--- src/logic/aic_pkg.sv ---
package aic_pkg;

	// Register byte offsets.
	localparam logic [7:0] ADDR_ROLE   = 8'h00;
	localparam logic [7:0] ADDR_ED_CFG = 8'h04;
	localparam logic [7:0] ADDR_CO_CFG = 8'h08;
	localparam logic [7:0] ADDR_SDUR   = 8'h0C;
	localparam logic [7:0] ADDR_MASK   = 8'h10;
	localparam logic [7:0] ADDR_PAN    = 8'h14;
	localparam logic [7:0] ADDR_CH     = 8'h18;
	localparam logic [7:0] ADDR_OWN    = 8'h1C;
	localparam logic [7:0] ADDR_STATUS = 8'h20;
	localparam logic [7:0] ADDR_NET    = 8'h24;

	// Field positions of both association configurations and of the status and network registers.
	localparam int PAN_BIT  = 0;
	localparam int CH_BIT   = 1;
	localparam int AUTO_BIT = 2;
	localparam int POLL_BIT = 3;
	localparam int STATE_BIT = 8;
	localparam int NET_CH_LSB = 16;

	// Association status codes.
	localparam logic [7:0] STAT_OK      = 8'h00;
	localparam logic [7:0] STAT_REFUSED = 8'h03;
	localparam logic [7:0] STAT_NO_RESP = 8'h0C;
	localparam logic [7:0] STAT_UNKNOWN = 8'hFF;

	localparam logic [15:0] BCAST     = 16'hFFFF;
	localparam logic [7:0]  CHAN_BASE = 8'h0B;
	localparam int          NUM_CH    = 16;

	// Timing: one tick per millisecond.
	localparam int CLK_PERIOD_NS  = 10;
	localparam int TICK_PERIOD_US = 1000;
	localparam int TICK_CYCLES    = TICK_PERIOD_US * 1000 / CLK_PERIOD_NS;
	localparam logic [9:0]  ED_HALF_MS   = 10'h0FA;
	localparam logic [9:0]  CO_HALF_MS   = 10'h1F4;
	localparam logic [15:0] JOIN_WAIT_MS = 16'h01F4;

	typedef enum logic [3:0] {
		ST_START    = 4'b0000,
		ST_PEER     = 4'b0001,
		ST_ASCAN    = 4'b0010,
		ST_ALISTEN  = 4'b0011,
		ST_ESCAN    = 4'b0100,
		ST_ELISTEN  = 4'b0101,
		ST_JOIN     = 4'b0110,
		ST_JOINWAIT = 4'b0111,
		ST_JOINED   = 4'b1000,
		ST_FORM     = 4'b1001,
		ST_FORMED   = 4'b1010
	} aic_state_t;

	typedef struct packed {
		logic        role;
		logic [7:0]  edCfg;
		logic [7:0]  coCfg;
		logic [7:0]  scanDur;
		logic [15:0] mask;
		logic [15:0] pan;
		logic [7:0]  ch;
		logic [15:0] own;
	} aic_cfg_t;

	// PAN identifier reset value is arbitrary.
	localparam aic_cfg_t CFG_RST = '{role: 1'b0, edCfg: 8'h00, coCfg: 8'h00, scanDur: 8'h04,
		mask: 16'hFFFF, pan: 16'h1234, ch: 8'h0C, own: 16'h0000};

	typedef struct packed {
		logic [15:0] panId;
		logic [7:0]  lqi;
	} aic_beacon_t;

	typedef struct packed {
		logic [15:0] dstAddr;
		logic [15:0] dstPan;
		logic [7:0]  chan;
	} aic_scan_req_t;

	typedef struct packed {
		logic [15:0] panId;
		logic [7:0]  chan;
	} aic_net_t;

endpackage

--- src/logic/aic_tick_gen.sv ---
`timescale 1ns/1ps
module aic_tick_gen #(
	parameter int unsigned CYCLES = 100000
) (
	// Clock and reset.
	input  wire logic clk,
	input  wire logic sys_rst,
	// One-cycle enable pulse.
	output logic      tick
);

	logic [31:0] cnt_r;
	logic [31:0] cnt_nxt;
	logic        tick_nxt;

	always_comb begin
		cnt_nxt  = cnt_r + 32'h0000_0001;
		tick_nxt = 1'b0;
		if (cnt_r == 32'(CYCLES - 1)) begin
			cnt_nxt  = 32'h0000_0000;
			tick_nxt = 1'b1;
		end
	end

	always_ff @(posedge clk or posedge sys_rst) begin
		if (sys_rst) begin
			cnt_r <= 32'h0000_0000;
			tick  <= 1'b0;
		end else begin
			cnt_r <= cnt_nxt;
			tick  <= tick_nxt;
		end
	end

endmodule // aic_tick_gen

--- src/logic/aic_chan_pick.sv ---
`timescale 1ns/1ps
module aic_chan_pick #(
	parameter int N = 16
) (
	// Enabled channels and first index to consider.
	input  wire logic [N-1:0] mask,
	input  wire logic [4:0]   from,
	// Lowest enabled index at or above from.
	output logic              found,
	output logic [3:0]        idx
);

	logic [N-1:0] hit;

	genvar g;
	generate
		for (g = 0; g < N; g++) begin : g_hit
			assign hit[g] = mask[g] && (5'(g) >= from);
		end
	endgenerate

	always_comb begin
		found = 1'b0;
		idx   = 4'h0;
		for (int i = N - 1; i >= 0; i--) begin
			if (hit[i]) begin
				found = 1'b1;
				idx   = 4'(i);
			end
		end
	end

endmodule // aic_chan_pick

--- src/logic/aic_assoc_ctrl.sv ---
// Added by the designer: the strobed register port and the placing of the registers.
`timescale 1ns/1ps
// Behaviour
// - Join only as end device with auto bit
// - Config bits: PAN, channel, auto, wake poll
// - Zero configuration means peer mode
// - Beacon request per channel, listen, advance
// - 0x04 needs matching PAN and channel
// - 0x05 any PAN, channel must match
// - 0x06 any channel, PAN must match
// - 0x07 accepts any beacon
// - Best link quality beacon wins
// - End device indicator solid, then 2 Hz
// - Parameter change makes end device rejoin
// - Coordinator admits only with role and bit2
// - Bit2 clear forms network, refuses joins
// - Active scan picks free or unique PAN
// - Bit0 clear uses configured PAN directly
// - Energy scan picks quietest masked channel
// - Bit1 clear uses configured channel
// - Energy scan skips occupied channels if possible
// - Coordinator parameter change re-forms network; a channel write alone does not restart it
// - Coordinator indicator solid, then 1 Hz
// - Status codes 00, 03, 0C, FF
module aic_assoc_ctrl #(
	parameter int TICK_CYCLES = aic_pkg::TICK_CYCLES
) (
	// Clock and reset.
	input  wire logic                   clk,
	input  wire logic                   sys_rst,
	// Register port.
	input  wire logic [7:0]             regAddr,
	input  wire logic [31:0]            regWdata,
	input  wire logic                   regWr,
	input  wire logic                   regRd,
	output logic [31:0]                 regRdata,
	// Radio indications.
	input  wire logic                   beaconValid,
	input  wire aic_pkg::aic_beacon_t   beaconIn,
	input  wire logic [7:0]             energyLevel,
	input  wire logic                   joinRespValid,
	input  wire logic                   joinRespOk,
	input  wire logic                   joinReqIn,
	input  wire logic                   pinWake,
	// Radio requests.
	output logic                        beaconReqValid,
	output logic                        energyStart,
	output aic_pkg::aic_scan_req_t      scanReq,
	output logic                        joinReqValid,
	output logic                        formValid,
	output aic_pkg::aic_net_t           netInfo,
	output logic                        assocRespValid,
	output logic                        assocRespOk,
	output logic                        pollReq,
	output logic                        associationIndicator
);

	aic_pkg::aic_cfg_t      cfg_r, cfg_nxt;
	aic_pkg::aic_state_t    st_r, st_nxt;
	aic_pkg::aic_scan_req_t scan_nxt;
	aic_pkg::aic_net_t      net_nxt;
	logic                   cfgRestart;
	logic [4:0]             idx_r, idx_nxt;
	logic [7:0]             dur_r, dur_nxt;
	logic [15:0]            tmr_r, tmr_nxt;
	logic                   bestV_r, bestV_nxt;
	logic [7:0]             bestLqi_r, bestLqi_nxt;
	logic [15:0]            bestPan_r, bestPan_nxt;
	logic [7:0]             bestCh_r, bestCh_nxt;
	logic [15:0]            busy_r, busy_nxt;
	logic                   conflict_r, conflict_nxt;
	logic                   minV_r, minV_nxt;
	logic [7:0]             minLvl_r, minLvl_nxt;
	logic [3:0]             minIdx_r, minIdx_nxt;
	logic [7:0]             status_r, status_nxt;
	logic                   bReq_nxt, eStart_nxt, joinReq_nxt, form_nxt;
	logic                   resp_nxt, respOk_nxt, poll_nxt;
	logic [31:0]            rdata_nxt;
	logic [9:0]             blink_r, blink_nxt;
	logic                   led_nxt;
	logic                   wakeS1_r, wakeS2_r, wakeS3_r;
	logic                   tick;
	logic                   pickFound;
	logic [3:0]             pickIdx;
	logic [15:0]            freeMask, pickMask;
	logic [7:0]             curCh, listenLen;
	logic                   panOk, chOk, accept, netUp, wakeRise;

	aic_tick_gen #(.CYCLES(TICK_CYCLES)) u_tick (
		.clk     (clk),
		.sys_rst (sys_rst),
		.tick    (tick)
	);

	// Occupied channels are dropped only while a free one remains.
	assign freeMask = cfg_r.mask & ~busy_r;
	assign pickMask = (st_r == aic_pkg::ST_ESCAN && freeMask != 16'h0000) ? freeMask : cfg_r.mask;

	aic_chan_pick #(.N(aic_pkg::NUM_CH)) u_pick (
		.mask  (pickMask),
		.from  (idx_r),
		.found (pickFound),
		.idx   (pickIdx)
	);

	assign curCh     = aic_pkg::CHAN_BASE + 8'(idx_r[3:0]);
	assign listenLen = (cfg_r.scanDur == 8'h00) ? 8'h01 : cfg_r.scanDur;
	assign panOk     = cfg_r.edCfg[aic_pkg::PAN_BIT] || beaconIn.panId == cfg_r.pan;
	assign chOk      = cfg_r.edCfg[aic_pkg::CH_BIT] || curCh == cfg_r.ch;
	assign accept    = beaconValid && panOk && chOk && (!bestV_r || beaconIn.lqi > bestLqi_r);
	assign netUp     = st_r == aic_pkg::ST_JOINED || st_r == aic_pkg::ST_FORMED;
	assign wakeRise  = wakeS2_r && !wakeS3_r;

	// Configuration registers and the restart decision.
	always_comb begin
		cfg_nxt    = cfg_r;
		cfgRestart = 1'b0;
		if (regWr) begin
			case (regAddr)
				aic_pkg::ADDR_ROLE: begin
					cfg_nxt.role = regWdata[0];
					cfgRestart   = regWdata[0] != cfg_r.role;
				end
				aic_pkg::ADDR_ED_CFG: begin
					cfg_nxt.edCfg = regWdata[7:0];
					cfgRestart    = !cfg_r.role && regWdata[7:0] != cfg_r.edCfg;
				end
				aic_pkg::ADDR_CO_CFG: begin
					cfg_nxt.coCfg = regWdata[7:0];
					cfgRestart    = cfg_r.role && regWdata[7:0] != cfg_r.coCfg;
				end
				aic_pkg::ADDR_SDUR: cfg_nxt.scanDur = regWdata[7:0];
				aic_pkg::ADDR_MASK: cfg_nxt.mask = regWdata[15:0];
				aic_pkg::ADDR_PAN: begin
					cfg_nxt.pan = regWdata[15:0];
					cfgRestart  = regWdata[15:0] != cfg_r.pan;
				end
				aic_pkg::ADDR_CH: begin
					cfg_nxt.ch = regWdata[7:0];
					cfgRestart = !cfg_r.role && regWdata[7:0] != cfg_r.ch;
				end
				aic_pkg::ADDR_OWN: begin
					cfg_nxt.own = regWdata[15:0];
					cfgRestart  = cfg_r.role && regWdata[15:0] != cfg_r.own;
				end
				default: cfg_nxt = cfg_r;
			endcase
		end
	end

	always_ff @(posedge clk or posedge sys_rst) begin
		if (sys_rst) begin
			cfg_r <= aic_pkg::CFG_RST;
		end else begin
			cfg_r <= cfg_nxt;
		end
	end

	// Association sequencer.
	always_comb begin
		st_nxt = st_r;
		idx_nxt = idx_r;
		dur_nxt = dur_r;
		tmr_nxt = tmr_r;
		bestV_nxt = bestV_r;
		bestLqi_nxt = bestLqi_r;
		bestPan_nxt = bestPan_r;
		bestCh_nxt = bestCh_r;
		busy_nxt = busy_r;
		conflict_nxt = conflict_r;
		minV_nxt = minV_r;
		minLvl_nxt = minLvl_r;
		minIdx_nxt = minIdx_r;
		status_nxt = status_r;
		net_nxt = netInfo;
		scan_nxt = scanReq;
		respOk_nxt = assocRespOk;
		bReq_nxt = 1'b0;
		eStart_nxt = 1'b0;
		joinReq_nxt = 1'b0;
		form_nxt = 1'b0;
		resp_nxt = 1'b0;
		poll_nxt = 1'b0;
		case (st_r)
			aic_pkg::ST_START: begin
				idx_nxt = 5'h00;
				bestV_nxt = 1'b0;
				busy_nxt = 16'h0000;
				conflict_nxt = 1'b0;
				minV_nxt = 1'b0;
				if (!cfg_r.role) begin
					st_nxt = cfg_r.edCfg[aic_pkg::AUTO_BIT] ? aic_pkg::ST_ASCAN : aic_pkg::ST_PEER;
				end else if (cfg_r.coCfg[aic_pkg::PAN_BIT]) begin
					st_nxt = aic_pkg::ST_ASCAN;
				end else if (cfg_r.coCfg[aic_pkg::CH_BIT]) begin
					st_nxt = aic_pkg::ST_ESCAN;
				end else begin
					st_nxt = aic_pkg::ST_FORM;
				end
			end
			aic_pkg::ST_PEER: status_nxt = aic_pkg::STAT_OK;
			aic_pkg::ST_ASCAN: begin
				if (pickFound) begin
					idx_nxt = {1'b0, pickIdx};
					dur_nxt = listenLen;
					bReq_nxt = 1'b1;
					scan_nxt = '{dstAddr: aic_pkg::BCAST, dstPan: aic_pkg::BCAST,
						chan: aic_pkg::CHAN_BASE + 8'(pickIdx)};
					st_nxt = aic_pkg::ST_ALISTEN;
				end else if (!cfg_r.role) begin
					st_nxt = bestV_r ? aic_pkg::ST_JOIN : aic_pkg::ST_START;
				end else begin
					idx_nxt = 5'h00;
					st_nxt = cfg_r.coCfg[aic_pkg::CH_BIT] ? aic_pkg::ST_ESCAN : aic_pkg::ST_FORM;
				end
			end
			aic_pkg::ST_ALISTEN: begin
				if (beaconValid && cfg_r.role) begin
					busy_nxt[idx_r[3:0]] = 1'b1;
					if (beaconIn.panId == cfg_r.pan) begin
						conflict_nxt = 1'b1;
					end
				end else if (accept && !cfg_r.role) begin
					// Both reassignment bits open the filter, so 0x07 takes any beacon.
					bestV_nxt = 1'b1;
					bestLqi_nxt = beaconIn.lqi;
					bestPan_nxt = beaconIn.panId;
					bestCh_nxt = curCh;
				end
				if (tick) begin
					if (dur_r == 8'h01) begin
						idx_nxt = idx_r + 5'h01;
						st_nxt = aic_pkg::ST_ASCAN;
					end else begin
						dur_nxt = dur_r - 8'h01;
					end
				end
			end
			aic_pkg::ST_ESCAN: begin
				if (pickFound) begin
					idx_nxt = {1'b0, pickIdx};
					dur_nxt = listenLen;
					eStart_nxt = 1'b1;
					scan_nxt = '{dstAddr: aic_pkg::BCAST, dstPan: aic_pkg::BCAST,
						chan: aic_pkg::CHAN_BASE + 8'(pickIdx)};
					st_nxt = aic_pkg::ST_ELISTEN;
				end else begin
					st_nxt = aic_pkg::ST_FORM;
				end
			end
			aic_pkg::ST_ELISTEN: begin
				if (tick) begin
					if (dur_r == 8'h01) begin
						if (!minV_r || energyLevel < minLvl_r) begin
							minV_nxt = 1'b1;
							minLvl_nxt = energyLevel;
							minIdx_nxt = idx_r[3:0];
						end
						idx_nxt = idx_r + 5'h01;
						st_nxt = aic_pkg::ST_ESCAN;
					end else begin
						dur_nxt = dur_r - 8'h01;
					end
				end
			end
			aic_pkg::ST_JOIN: begin
				joinReq_nxt = 1'b1;
				net_nxt = '{panId: bestPan_r, chan: bestCh_r};
				tmr_nxt = aic_pkg::JOIN_WAIT_MS;
				st_nxt = aic_pkg::ST_JOINWAIT;
			end
			aic_pkg::ST_JOINWAIT: begin
				if (joinRespValid) begin
					status_nxt = joinRespOk ? aic_pkg::STAT_OK : aic_pkg::STAT_REFUSED;
					st_nxt = joinRespOk ? aic_pkg::ST_JOINED : aic_pkg::ST_START;
				end else if (tick) begin
					if (tmr_r == 16'h0001) begin
						status_nxt = aic_pkg::STAT_NO_RESP;
						st_nxt = aic_pkg::ST_START;
					end else begin
						tmr_nxt = tmr_r - 16'h0001;
					end
				end
			end
			aic_pkg::ST_JOINED: begin
				poll_nxt = wakeRise && cfg_r.edCfg[aic_pkg::POLL_BIT];
			end
			aic_pkg::ST_FORM: begin
				net_nxt.panId = (cfg_r.coCfg[aic_pkg::PAN_BIT] && conflict_r) ? cfg_r.pan + 16'h0001
					: cfg_r.pan;
				net_nxt.chan = (cfg_r.coCfg[aic_pkg::CH_BIT] && minV_r) ? aic_pkg::CHAN_BASE + 8'(minIdx_r)
					: cfg_r.ch;
				form_nxt = 1'b1;
				status_nxt = aic_pkg::STAT_OK;
				st_nxt = aic_pkg::ST_FORMED;
			end
			aic_pkg::ST_FORMED: begin
				if (joinReqIn) begin
					resp_nxt = 1'b1;
					respOk_nxt = cfg_r.role && cfg_r.coCfg[aic_pkg::AUTO_BIT];
				end
			end
			default: st_nxt = aic_pkg::ST_START;
		endcase
		if (cfgRestart) begin
			// A scan, join or form request raised as the restart lands would belong to an abandoned scan, so it is dropped.
			st_nxt = aic_pkg::ST_START;
			status_nxt = aic_pkg::STAT_UNKNOWN;
			bReq_nxt = 1'b0;
			eStart_nxt = 1'b0;
			joinReq_nxt = 1'b0;
			form_nxt = 1'b0;
		end
	end

	always_ff @(posedge clk or posedge sys_rst) begin
		if (sys_rst) begin
			st_r <= aic_pkg::ST_START;
			idx_r <= 5'h00;
			dur_r <= 8'h00;
			tmr_r <= 16'h0000;
			bestV_r <= 1'b0;
			bestLqi_r <= 8'h00;
			bestPan_r <= 16'h0000;
			bestCh_r <= 8'h00;
			busy_r <= 16'h0000;
			conflict_r <= 1'b0;
			minV_r <= 1'b0;
			minLvl_r <= 8'h00;
			minIdx_r <= 4'h0;
			status_r <= aic_pkg::STAT_UNKNOWN;
			netInfo <= '0;
			scanReq <= '0;
			beaconReqValid <= 1'b0;
			energyStart <= 1'b0;
			joinReqValid <= 1'b0;
			formValid <= 1'b0;
			assocRespValid <= 1'b0;
			assocRespOk <= 1'b0;
			pollReq <= 1'b0;
		end else begin
			st_r <= st_nxt;
			idx_r <= idx_nxt;
			dur_r <= dur_nxt;
			tmr_r <= tmr_nxt;
			bestV_r <= bestV_nxt;
			bestLqi_r <= bestLqi_nxt;
			bestPan_r <= bestPan_nxt;
			bestCh_r <= bestCh_nxt;
			busy_r <= busy_nxt;
			conflict_r <= conflict_nxt;
			minV_r <= minV_nxt;
			minLvl_r <= minLvl_nxt;
			minIdx_r <= minIdx_nxt;
			status_r <= status_nxt;
			netInfo <= net_nxt;
			scanReq <= scan_nxt;
			beaconReqValid <= bReq_nxt;
			energyStart <= eStart_nxt;
			joinReqValid <= joinReq_nxt;
			formValid <= form_nxt;
			assocRespValid <= resp_nxt;
			assocRespOk <= respOk_nxt;
			pollReq <= poll_nxt;
		end
	end

	// Indicator: solid until the network is up, then blinking.
	always_comb begin
		blink_nxt = blink_r;
		led_nxt = associationIndicator;
		if (!netUp) begin
			blink_nxt = 10'h000;
			led_nxt = 1'b1;
		end else if (tick) begin
			if (blink_r == (cfg_r.role ? aic_pkg::CO_HALF_MS : aic_pkg::ED_HALF_MS) - 10'h001) begin
				blink_nxt = 10'h000;
				led_nxt = !associationIndicator;
			end else begin
				blink_nxt = blink_r + 10'h001;
			end
		end
	end

	// Register read data stands only in the cycle after the strobe.
	always_comb begin
		rdata_nxt = 32'h0000_0000;
		if (regRd) begin
			case (regAddr)
				aic_pkg::ADDR_ROLE: rdata_nxt = {31'h0, cfg_r.role};
				aic_pkg::ADDR_ED_CFG: rdata_nxt = {24'h0, cfg_r.edCfg};
				aic_pkg::ADDR_CO_CFG: rdata_nxt = {24'h0, cfg_r.coCfg};
				aic_pkg::ADDR_SDUR: rdata_nxt = {24'h0, cfg_r.scanDur};
				aic_pkg::ADDR_MASK: rdata_nxt = {16'h0, cfg_r.mask};
				aic_pkg::ADDR_PAN: rdata_nxt = {16'h0, cfg_r.pan};
				aic_pkg::ADDR_CH: rdata_nxt = {24'h0, cfg_r.ch};
				aic_pkg::ADDR_OWN: rdata_nxt = {16'h0, cfg_r.own};
				aic_pkg::ADDR_STATUS: rdata_nxt = {23'h0, netUp, status_r};
				aic_pkg::ADDR_NET: rdata_nxt = {8'h0, netInfo.chan, netInfo.panId};
				default: rdata_nxt = 32'h0000_0000;
			endcase
		end
	end

	always_ff @(posedge clk or posedge sys_rst) begin
		if (sys_rst) begin
			blink_r <= 10'h000;
			associationIndicator <= 1'b1;
			regRdata <= 32'h0000_0000;
			wakeS1_r <= 1'b0;
			wakeS2_r <= 1'b0;
			wakeS3_r <= 1'b0;
		end else begin
			blink_r <= blink_nxt;
			associationIndicator <= led_nxt;
			regRdata <= rdata_nxt;
			wakeS1_r <= pinWake;
			wakeS2_r <= wakeS1_r;
			wakeS3_r <= wakeS2_r;
		end
	end
endmodule // aic_assoc_ctrl

--- config.mk ---
export PLATFORM = sky130hd
export DESIGN_NAME = aic_assoc_ctrl
export DESIGN_NICKNAME = d
export VERILOG_FILES = /design/src/logic/aic_pkg.sv /design/src/logic/aic_tick_gen.sv /design/src/logic/aic_chan_pick.sv /design/src/logic/aic_assoc_ctrl.sv
export SDC_FILE = /design/constraint.sdc
export NUM_CORES = 1
export LEC_CHECK = 0
export ABC_AREA = 0
export BUFFER_PORTS_ARGS = -buffer_cell sky130_fd_sc_hd__buf_2
export CAP_MARGIN = 0
export CORE_AREA = 2 2 186 188
export DETAILED_ROUTE_END_ITERATION = 10
export DIE_AREA = 0 0 188 190
export GPL_TIMING_DRIVEN = 0
export HOLD_SLACK_MARGIN = 0.05
export PLACE_DENSITY = 0.67
export SLEW_MARGIN = 20
export SYNTH_ARGS = -nofsm -noshare
export SYNTH_HDL_FRONTEND = slang
export SYNTH_HIERARCHICAL = 1
export SYNTH_SLANG_ARGS = --single-unit
--- constraint.sdc ---
create_clock -name clk -period 8.5 [get_ports clk]
set_input_delay 0.85 -clock clk [delete_from_list [all_inputs] [get_ports clk]]
set_output_delay 0.85 -clock clk [all_outputs]
set_load 0.005 [all_outputs]
==> results of run 1 <==
-- registers in the layout (all words and copies together), names as in the netlist, 4 cells and up --
signal	count
scanReq	6
cfg_r	81
bestLqi_r	8
minLvl_r	8
st_r	4
netInfo	24
regRdata	24
minIdx_r	4
busy_r	16
idx_r	5
bestPan_r	16
dur_r	8
blink_r	10
u_tick/cnt_r	32
bestCh_r	5
tmr_r	16
-- power by group --
part / switching (mW) / total [mW] / leakage (nW) / internal, mW
Combinational: 0.717 / 1.22 / 4.33 / 0.501
Clock: 0.577 / 1.49 / 0.561 / 0.911
Sequential: 0.173 / 1.68 / 3.71 / 1.50
Total: 1.47 / 4.38 / 8.60 / 2.91
-- cell families (layout without fill, tap and decap cells) --
logic type	Yosys count	in the layout	share of synthesized area, %
AOI/OAI and AO/OA	318	318	13.1
xor gates and xnor gates	144	144	7.75
DFF	285	285	44.1
muxes	123	123	8.42
other	1	17	0.0230
adders and majority gates	28	28	2.15
and+or+nand+nor	552	552	17.9
buffers and inverters	200	420	6.54
-- synth_stat cells, types with 7 or more instances --
cell type / n
nand3_1: 50
nor4b_1: 8
a211oi_1: 21
buf_2: 39
a21oi_1: 84
and4_1: 7
ha_1: 28
xnor2_1: 49
o21ai_0: 53
xor2_1: 95
nor3_1: 37
o2111ai_1: 13
nor4_1: 31
a32o_1: 7
dfstp_2: 28
nand2_1: 135
a22oi_1: 28
mux2_1: 10
a21boi_0: 13
mux2i_1: 12
nand4_1: 28
or3_1: 20
a31oi_1: 26
inv_1: 66
dfrtp_1: 257
nand3b_1: 7
clkbuf_1: 32
and2_1: 7
nand2b_1: 12
nor2b_1: 13
a221oi_1: 12
and3_1: 20
nor2_1: 122
nor3b_1: 10
buf_4: 46
buf_6: 8
mux2_2: 101
-- worst paths after layout --
kind	end	slack (ns)	depth (start not counted)
min reg2reg	wakeS2_r	0.36	0
min	wakeS2_r	0.36	0
max	dur_r[3]	3.59	16
min in group asynchronous	bestLqi_r[5]	0.40	2
max reg2reg	dur_r[3]	3.59	16
max in group asynchronous	cfg_r[36]	7.01	4
-- cell type report --
class / count / area (sq um)
Multi-Input combinational cell: 1176 / 8090
Timing Repair Buffer: 158 / 858
Buffer: 134 / 817
Inverter: 66 / 255
Tap cell: 455 / 569
Fill cell: 3025 / 15000
Clock inverter: 7 / 88.8
Antenna cell: 6 / 15.0
Clock buffer: 55 / 1050
Sequential cell: 285 / 7170
-- metal layers --
layer  GRT usage [%]  up-vias  share of wire, %
li1                -     6275                 -
met1            35.8     6646                42
met2            44.3      572                47
met3            5.00      102               7.5
met4            10.0        0               3.5
met5               0        -                 0
-- through the flow --
stage          area (sq um)  total power, mW  hold slack [ns]  TNS, ns
6_report              18900             4.38            0.361        0
5_1_grt               18900             4.60            0.367        0
4_1_cts               18900             4.39            0.357        0
3_5_place_dp          17800             2.90            0.346        0
3_3_place_gp          17700             2.87            0.334  -498.79
2_1_floorplan         16300             2.44            0.331        0
==> results.ini, run 1 <==
[run_status]
status = finished, final reports clean

[power]
ir_drop_uv = 150
powerDensity_nw_per_um2 = 232
p_leak_nw = 8.60

[drt]
drt_iter0_markers = 1100
wl_per_cell_um = 20.5
dr.pass1.iters = 7
viasPerCell = 5.80
wirelength_mm = 48.1
drcViolationCount = 0
vias = 13600
antenna_left = 0

[synth]
yosysTopAreaCell = dfrtp_1
yosysWarnings = 6
avgSynthCellArea_sq_um = 9.85
netlist_area_sq_um = 16300
synth.area.top_cells = dfrtp_1, mux2_2, xor2_1, dfstp_2, nand2_1
netlist_instances = 1651
synth_ff_type = dfrtp_1
ys_seq_area_share_pct = 44.1
synth.distinct_cells = 94
ys_ff_latch = 285
synth_edf_count = 0
synthArstFlopShare_pct = 100
synth.top_cell.area_share_pct = 39.5

[clock_tree]
cts_tree = yes
clockBufferDepth = 3
cts-htree-levels = 2
cts.clk_slew.worst_paths_ns = 0.06
root_buffer = clkbuf_16
numCtsBuffers = 35
ctsResizeCount = 0
clk_latency_ns = 0.52
cts_num_sinks = 285
post_cts_buffers = 0
cts_hold_buf = 0

[placed_design]
pre_cts_slack_ns = 3.70
detailed_place_hpwl_mm = 35.6
gp_congestion = 0.930
dp.cells = 2274
place.port_buffers = 155

[sta]
tightest_slew_ns = 1.03
period_needed_ns = 4.91
slew_headroom_pct = 30.8
fmax_mhz = 204
finalSetupViolations = 0
slew_violations = 0
rsz0062_at_grt = false
finalHoldViolCount = 0
setup_ws_ns = 3.59
finClkSkew_ns = 0.0180
min_period_over_period_pct = 57.8

[worst_setup_path]
cp-startpoint = st_r[0]
worstSetupStartpointType = register
critPathTopFamily = compound AO/OA/AOI/OAI gates
criticalPathCategory = reg -> reg
r2r-start = st_r[0]
path_buf_inv = 5
worst_setup_path_end_kind = register
max_stage_delay_ns = 0.56
worstPathRequired_ns = 8.87
crit_arrival_ns = 5.28
cp_slowest_cell = o21ai_0
crit_chain = clkbuf_1, nor2_1, nand2_1, a31oi_1, clkbuf_1, a21oi_1, inv_1, a21boi_0, o21ai_0, nand4_1, nand2b_1, inv_1, nor2_1, o21ai_0, clkbuf_1, o21ai_0
worstPathMaxFanout = 10

[floorplanning]
die_area_sq_um = 35700
rows = 68
ios = 185
die_h_um = 190
die_w_um = 188
initial_core_util_pct = 47.9
core_sq_um = 33900

[global_routing]
antenna_found_initial = 7
grt_overflow_total = 0
grt_pass1_vias = 13400
grt_max_degree = 75
grtUsageTotal_pct = 27.0
grt_pass1_wl_mm = 76.0

[worst_hold_path]
hp-class = reg -> reg
worstHoldStart = wakeS1_r

[flow_run]
maxCapViolCount = 0

[cells_and_area]
fin_nets = 1965
drive_above_1_share_pct = 25.5
utilization_pct = 55.7
final_cell_mix = dfrtp_1, buf_2, nand2_1
area_delta_synth_final_pct = 16.3
final_common_cell = dfrtp_1
stdcell_count = 2342

Note: power is estimated with default switching activity, not from simulation.
==> inputs of run 2 (changes only) <==
--- a/config.mk
+++ b/config.mk
@@ -5,7 +5,7 @@
 export SDC_FILE = /design/constraint.sdc
 export NUM_CORES = 1
 export LEC_CHECK = 0
-export ABC_AREA = 0
+export ABC_AREA = 1
 export BUFFER_PORTS_ARGS = -buffer_cell sky130_fd_sc_hd__buf_2
 export CAP_MARGIN = 0
 export CORE_AREA = 2 2 186 188
@@ -13,7 +13,7 @@
 export DIE_AREA = 0 0 188 190
 export GPL_TIMING_DRIVEN = 0
 export HOLD_SLACK_MARGIN = 0.05
-export PLACE_DENSITY = 0.67
+export PLACE_DENSITY = 0.7
 export SLEW_MARGIN = 20
 export SYNTH_ARGS = -nofsm -noshare
 export SYNTH_HDL_FRONTEND = slang
==> constraint.sdc (replaced) <==
create_clock -name clk -period 3.9 [get_ports clk]
set_input_delay 0.39 -clock clk [delete_from_list [all_inputs] [get_ports clk]]
set_output_delay 0.39 -clock clk [all_outputs]
set_load 0.005 [all_outputs]
==> run 2 against run 1 <==
  * Global-route usage rose by 1.6 points
  * Synthesized cell count rose by 33%
  * Fmax rose by 39%
  * Combinational power rose by 77%
  * Die area did not move
  * Flip-flop and latch count did not move
  * Non-clock buffer count fell by 13
  * Critical path depth rose by 4
  * Clock power rose by 110%
  * Setup slack got worse by 3.2 ns
==> results.ini, run 2 <==
[run_status]
status = finished, final reports clean

[worst_setup_path]
critical_path.reg2reg.endpoint = idx_r[1]
worstPathRequired_ns = 4.28
worst_setup_path_end_kind = register
criticalPathCategory = reg -> reg
crit_end = idx_r[1]
crit_arrival_ns = 3.90
r2r-start = cfg_r[54]
r2r_slack_ns = 0.37
reg2regPathDepth = 20
worstPathMaxFanout = 7
worstSetupStartpointType = register
cp-startpoint = cfg_r[54]

[global_routing]
grt.met3_usage_pct = 4.02
busiest_layer = met2
grt_pass1_vias = 14500
grtUsageMet2_pct = 46.1
grt_overflow_total = 0
grt_max_degree = 36
antenna_found_initial = 1
use_met1_pct = 40.0
grt_pass1_wl_mm = 80.7
grtUsageTotal_pct = 28.7

[sta]
period_needed_ns = 3.53
tightest_slew_ns = 0.934
slew_headroom_pct = 37.7
holdWs_ns = 0.123
slew_violations = 0
min_period_over_period_pct = 90.4
setup_ws_ns = 0.375
finalSetupViolations = 0
rsz0062_at_grt = false
finClkSkew_ns = 0.0300
finalSetupTns_ns = 0
fmax_mhz = 284
finalHoldViolCount = 0

[placed_design]
placed_area_sq_um = 17900
pre_cts_slack_ns = -0.124
dp.cells = 2825
place.port_buffers = 155
gp_congestion = 0.991
detailed_place_hpwl_mm = 39.0

[floorplanning]
die_w_um = 188
rows = 68
core_sq_um = 33900
die_area_sq_um = 35700
initial_core_util_pct = 48.2
die_h_um = 190
ios = 185

[cells_and_area]
stdcell_count = 2894
final_cell_mix = nand2_1, inv_1, dfrtp_1
fill_cells = 3167
reg_top3 = cfg_r x81, u_tick/cnt_r x32
final_common_cell = nand2_1
multi_input_area_sq_um = 7600
design_area_sq_um = 19100
regMostFlops = cfg_r
drive_above_1_share_pct = 14.7
fin_nets = 2521
utilization_pct = 56.1
largest_register_ffs = 81
area_delta_synth_final_pct = 16.4
seqCellArea_sq_um = 7170

[synth]
synth.top_cell.area_share_pct = 39.3
synth_ff_type = dfrtp_1
ys_ff_latch = 285
synth.area.top_cells = dfrtp_1, nand2_1, inv_1, o21ai_0, nor2_1
yosysWarnings = 6
synth_common_cells = nand2_1, inv_1, dfrtp_1
netlist_area_sq_um = 16400
synth.distinct_cells = 54
ys_seq_area_share_pct = 43.8
avgSynthCellArea_sq_um = 7.45
yosysMostFrequentCell = nand2_1
yosysTopAreaCell = dfrtp_1
netlist_instances = 2197
synthArstFlopShare_pct = 100
synth_edf_count = 0

[clock_tree]
clockBufferDepth = 3
root_buffer = clkbuf_16
cts-htree-levels = 2
numCtsBuffers = 34
cts_num_sinks = 285
cts_tree = yes
cts.clk_slew.worst_paths_ns = 0.06
clk_latency_ns = 0.53

[worst_hold_path]
hp-class = in -> reg
hold_depth = 3

[power]
powerDensity_nw_per_um2 = 459
p_leak_nw = 9.34
ir_drop_uv = 356
power_mw = 8.75

[drt]
wirelength_mm = 51.3
vias = 15500
viasPerCell = 5.37
drt_iter0_markers = 1589
dr.pass1.iters = 5
drcViolationCount = 0
antenna_left = 0
wl_per_cell_um = 17.7

[flow_run]
maxCapViolCount = 0

[run 2: cell types whose count changed after synthesis, sizes merged, moves of 20 or more]
cell	previous run	this run
or3	20	0
xnor2	49	29
nand3	51	125
buf	99	64
mux2	111	0
o21ai	57	176
nand2	140	591
nor4	36	9
nor2	125	242
a21oi	86	107
a22oi	28	4
xor2	95	45
inv	66	274
[run 2: logic make-up (layout without fill, tap and decap cells)]
family / after synthesis / after routing / share of synthesized area [%]
and+or+nand+nor: 1049 / 1049 / 27.0
buffers and inverters: 388 / 618 / 10.1
AOI/OAI and AO/OA: 371 / 371 / 12.9
DFF: 285 / 285 / 43.8
xor gates and xnor gates: 74 / 74 / 4.01
adders and majority gates: 28 / 28 / 2.14
other: 1 / 13 / 0.0229
muxes: 1 / 1 / 0.0612
[run 2: worst min path at each step]
stage                       from             to  slack [ns]
floorplan               wakeS1_r       wakeS2_r        0.33
global placement        wakeS1_r       wakeS2_r        0.34
detailed placement      wakeS1_r       wakeS2_r        0.34
CTS                  beaconIn[3]   bestLqi_r[3]        0.12
global route         beaconIn[3]   bestLqi_r[3]        0.13
finish              beaconIn[18]  bestPan_r[10]        0.12
[run 2: critical path, stage by stage (launching register included)]
cell      delay [ns]
dfstp_2         0.36
inv_1           0.21
o22ai_1         0.14
nor4_1          0.49
a31oi_4         0.19
buf_4           0.19
a21boi_0        0.25
nand2_1         0.09
nor2_1          0.13
nor2_1          0.08
nand2_1         0.10
inv_1           0.06
nand4_1         0.08
buf_4           0.16
inv_1           0.07
nand2_1         0.09
o21ai_0         0.10
a31oi_1         0.15
nand2_1         0.15
inv_1           0.19
o21ai_0         0.10
[run 2: repair_timing]
action | 4_1_cts | 5_1_grt
hold endpoints to repair | 24 | 0
hold buffers | 2 | 0
setup endpoints to repair | 8 | 19
gates cloned | 0 | 0
gates resized for setup | 1 | 4
buffers inserted | 0 | 4
[run 2: report_power, final]
group / internal (mW) / switching [mW] / total [mW] / leakage, nW
logic: 0.880 / 1.29 / 2.16 / 5.10
registers: 3.23 / 0.294 / 3.53 / 3.72
clock network: 1.79 / 1.26 / 3.06 / 0.524
[run 2: cell type report]
type / count / area share, %
plain buffers: 110 / 3.22
repair buffers: 169 / 5.21
flip-flops and latches: 285 / 37.6
inverters: 278 / 5.50
diodes: 2 / 0.0263
well taps: 455 / 2.99
clock inverters: 7 / 0.223
clock buffers: 54 / 5.34
multi-input cells: 1534 / 39.9
[run 2: per-layer routing]
metal	share of wire, %	wire length, um
met2	46	23500
met1	44	22500
met4	3.1	1610
met3	7.3	3730
met5	0	0
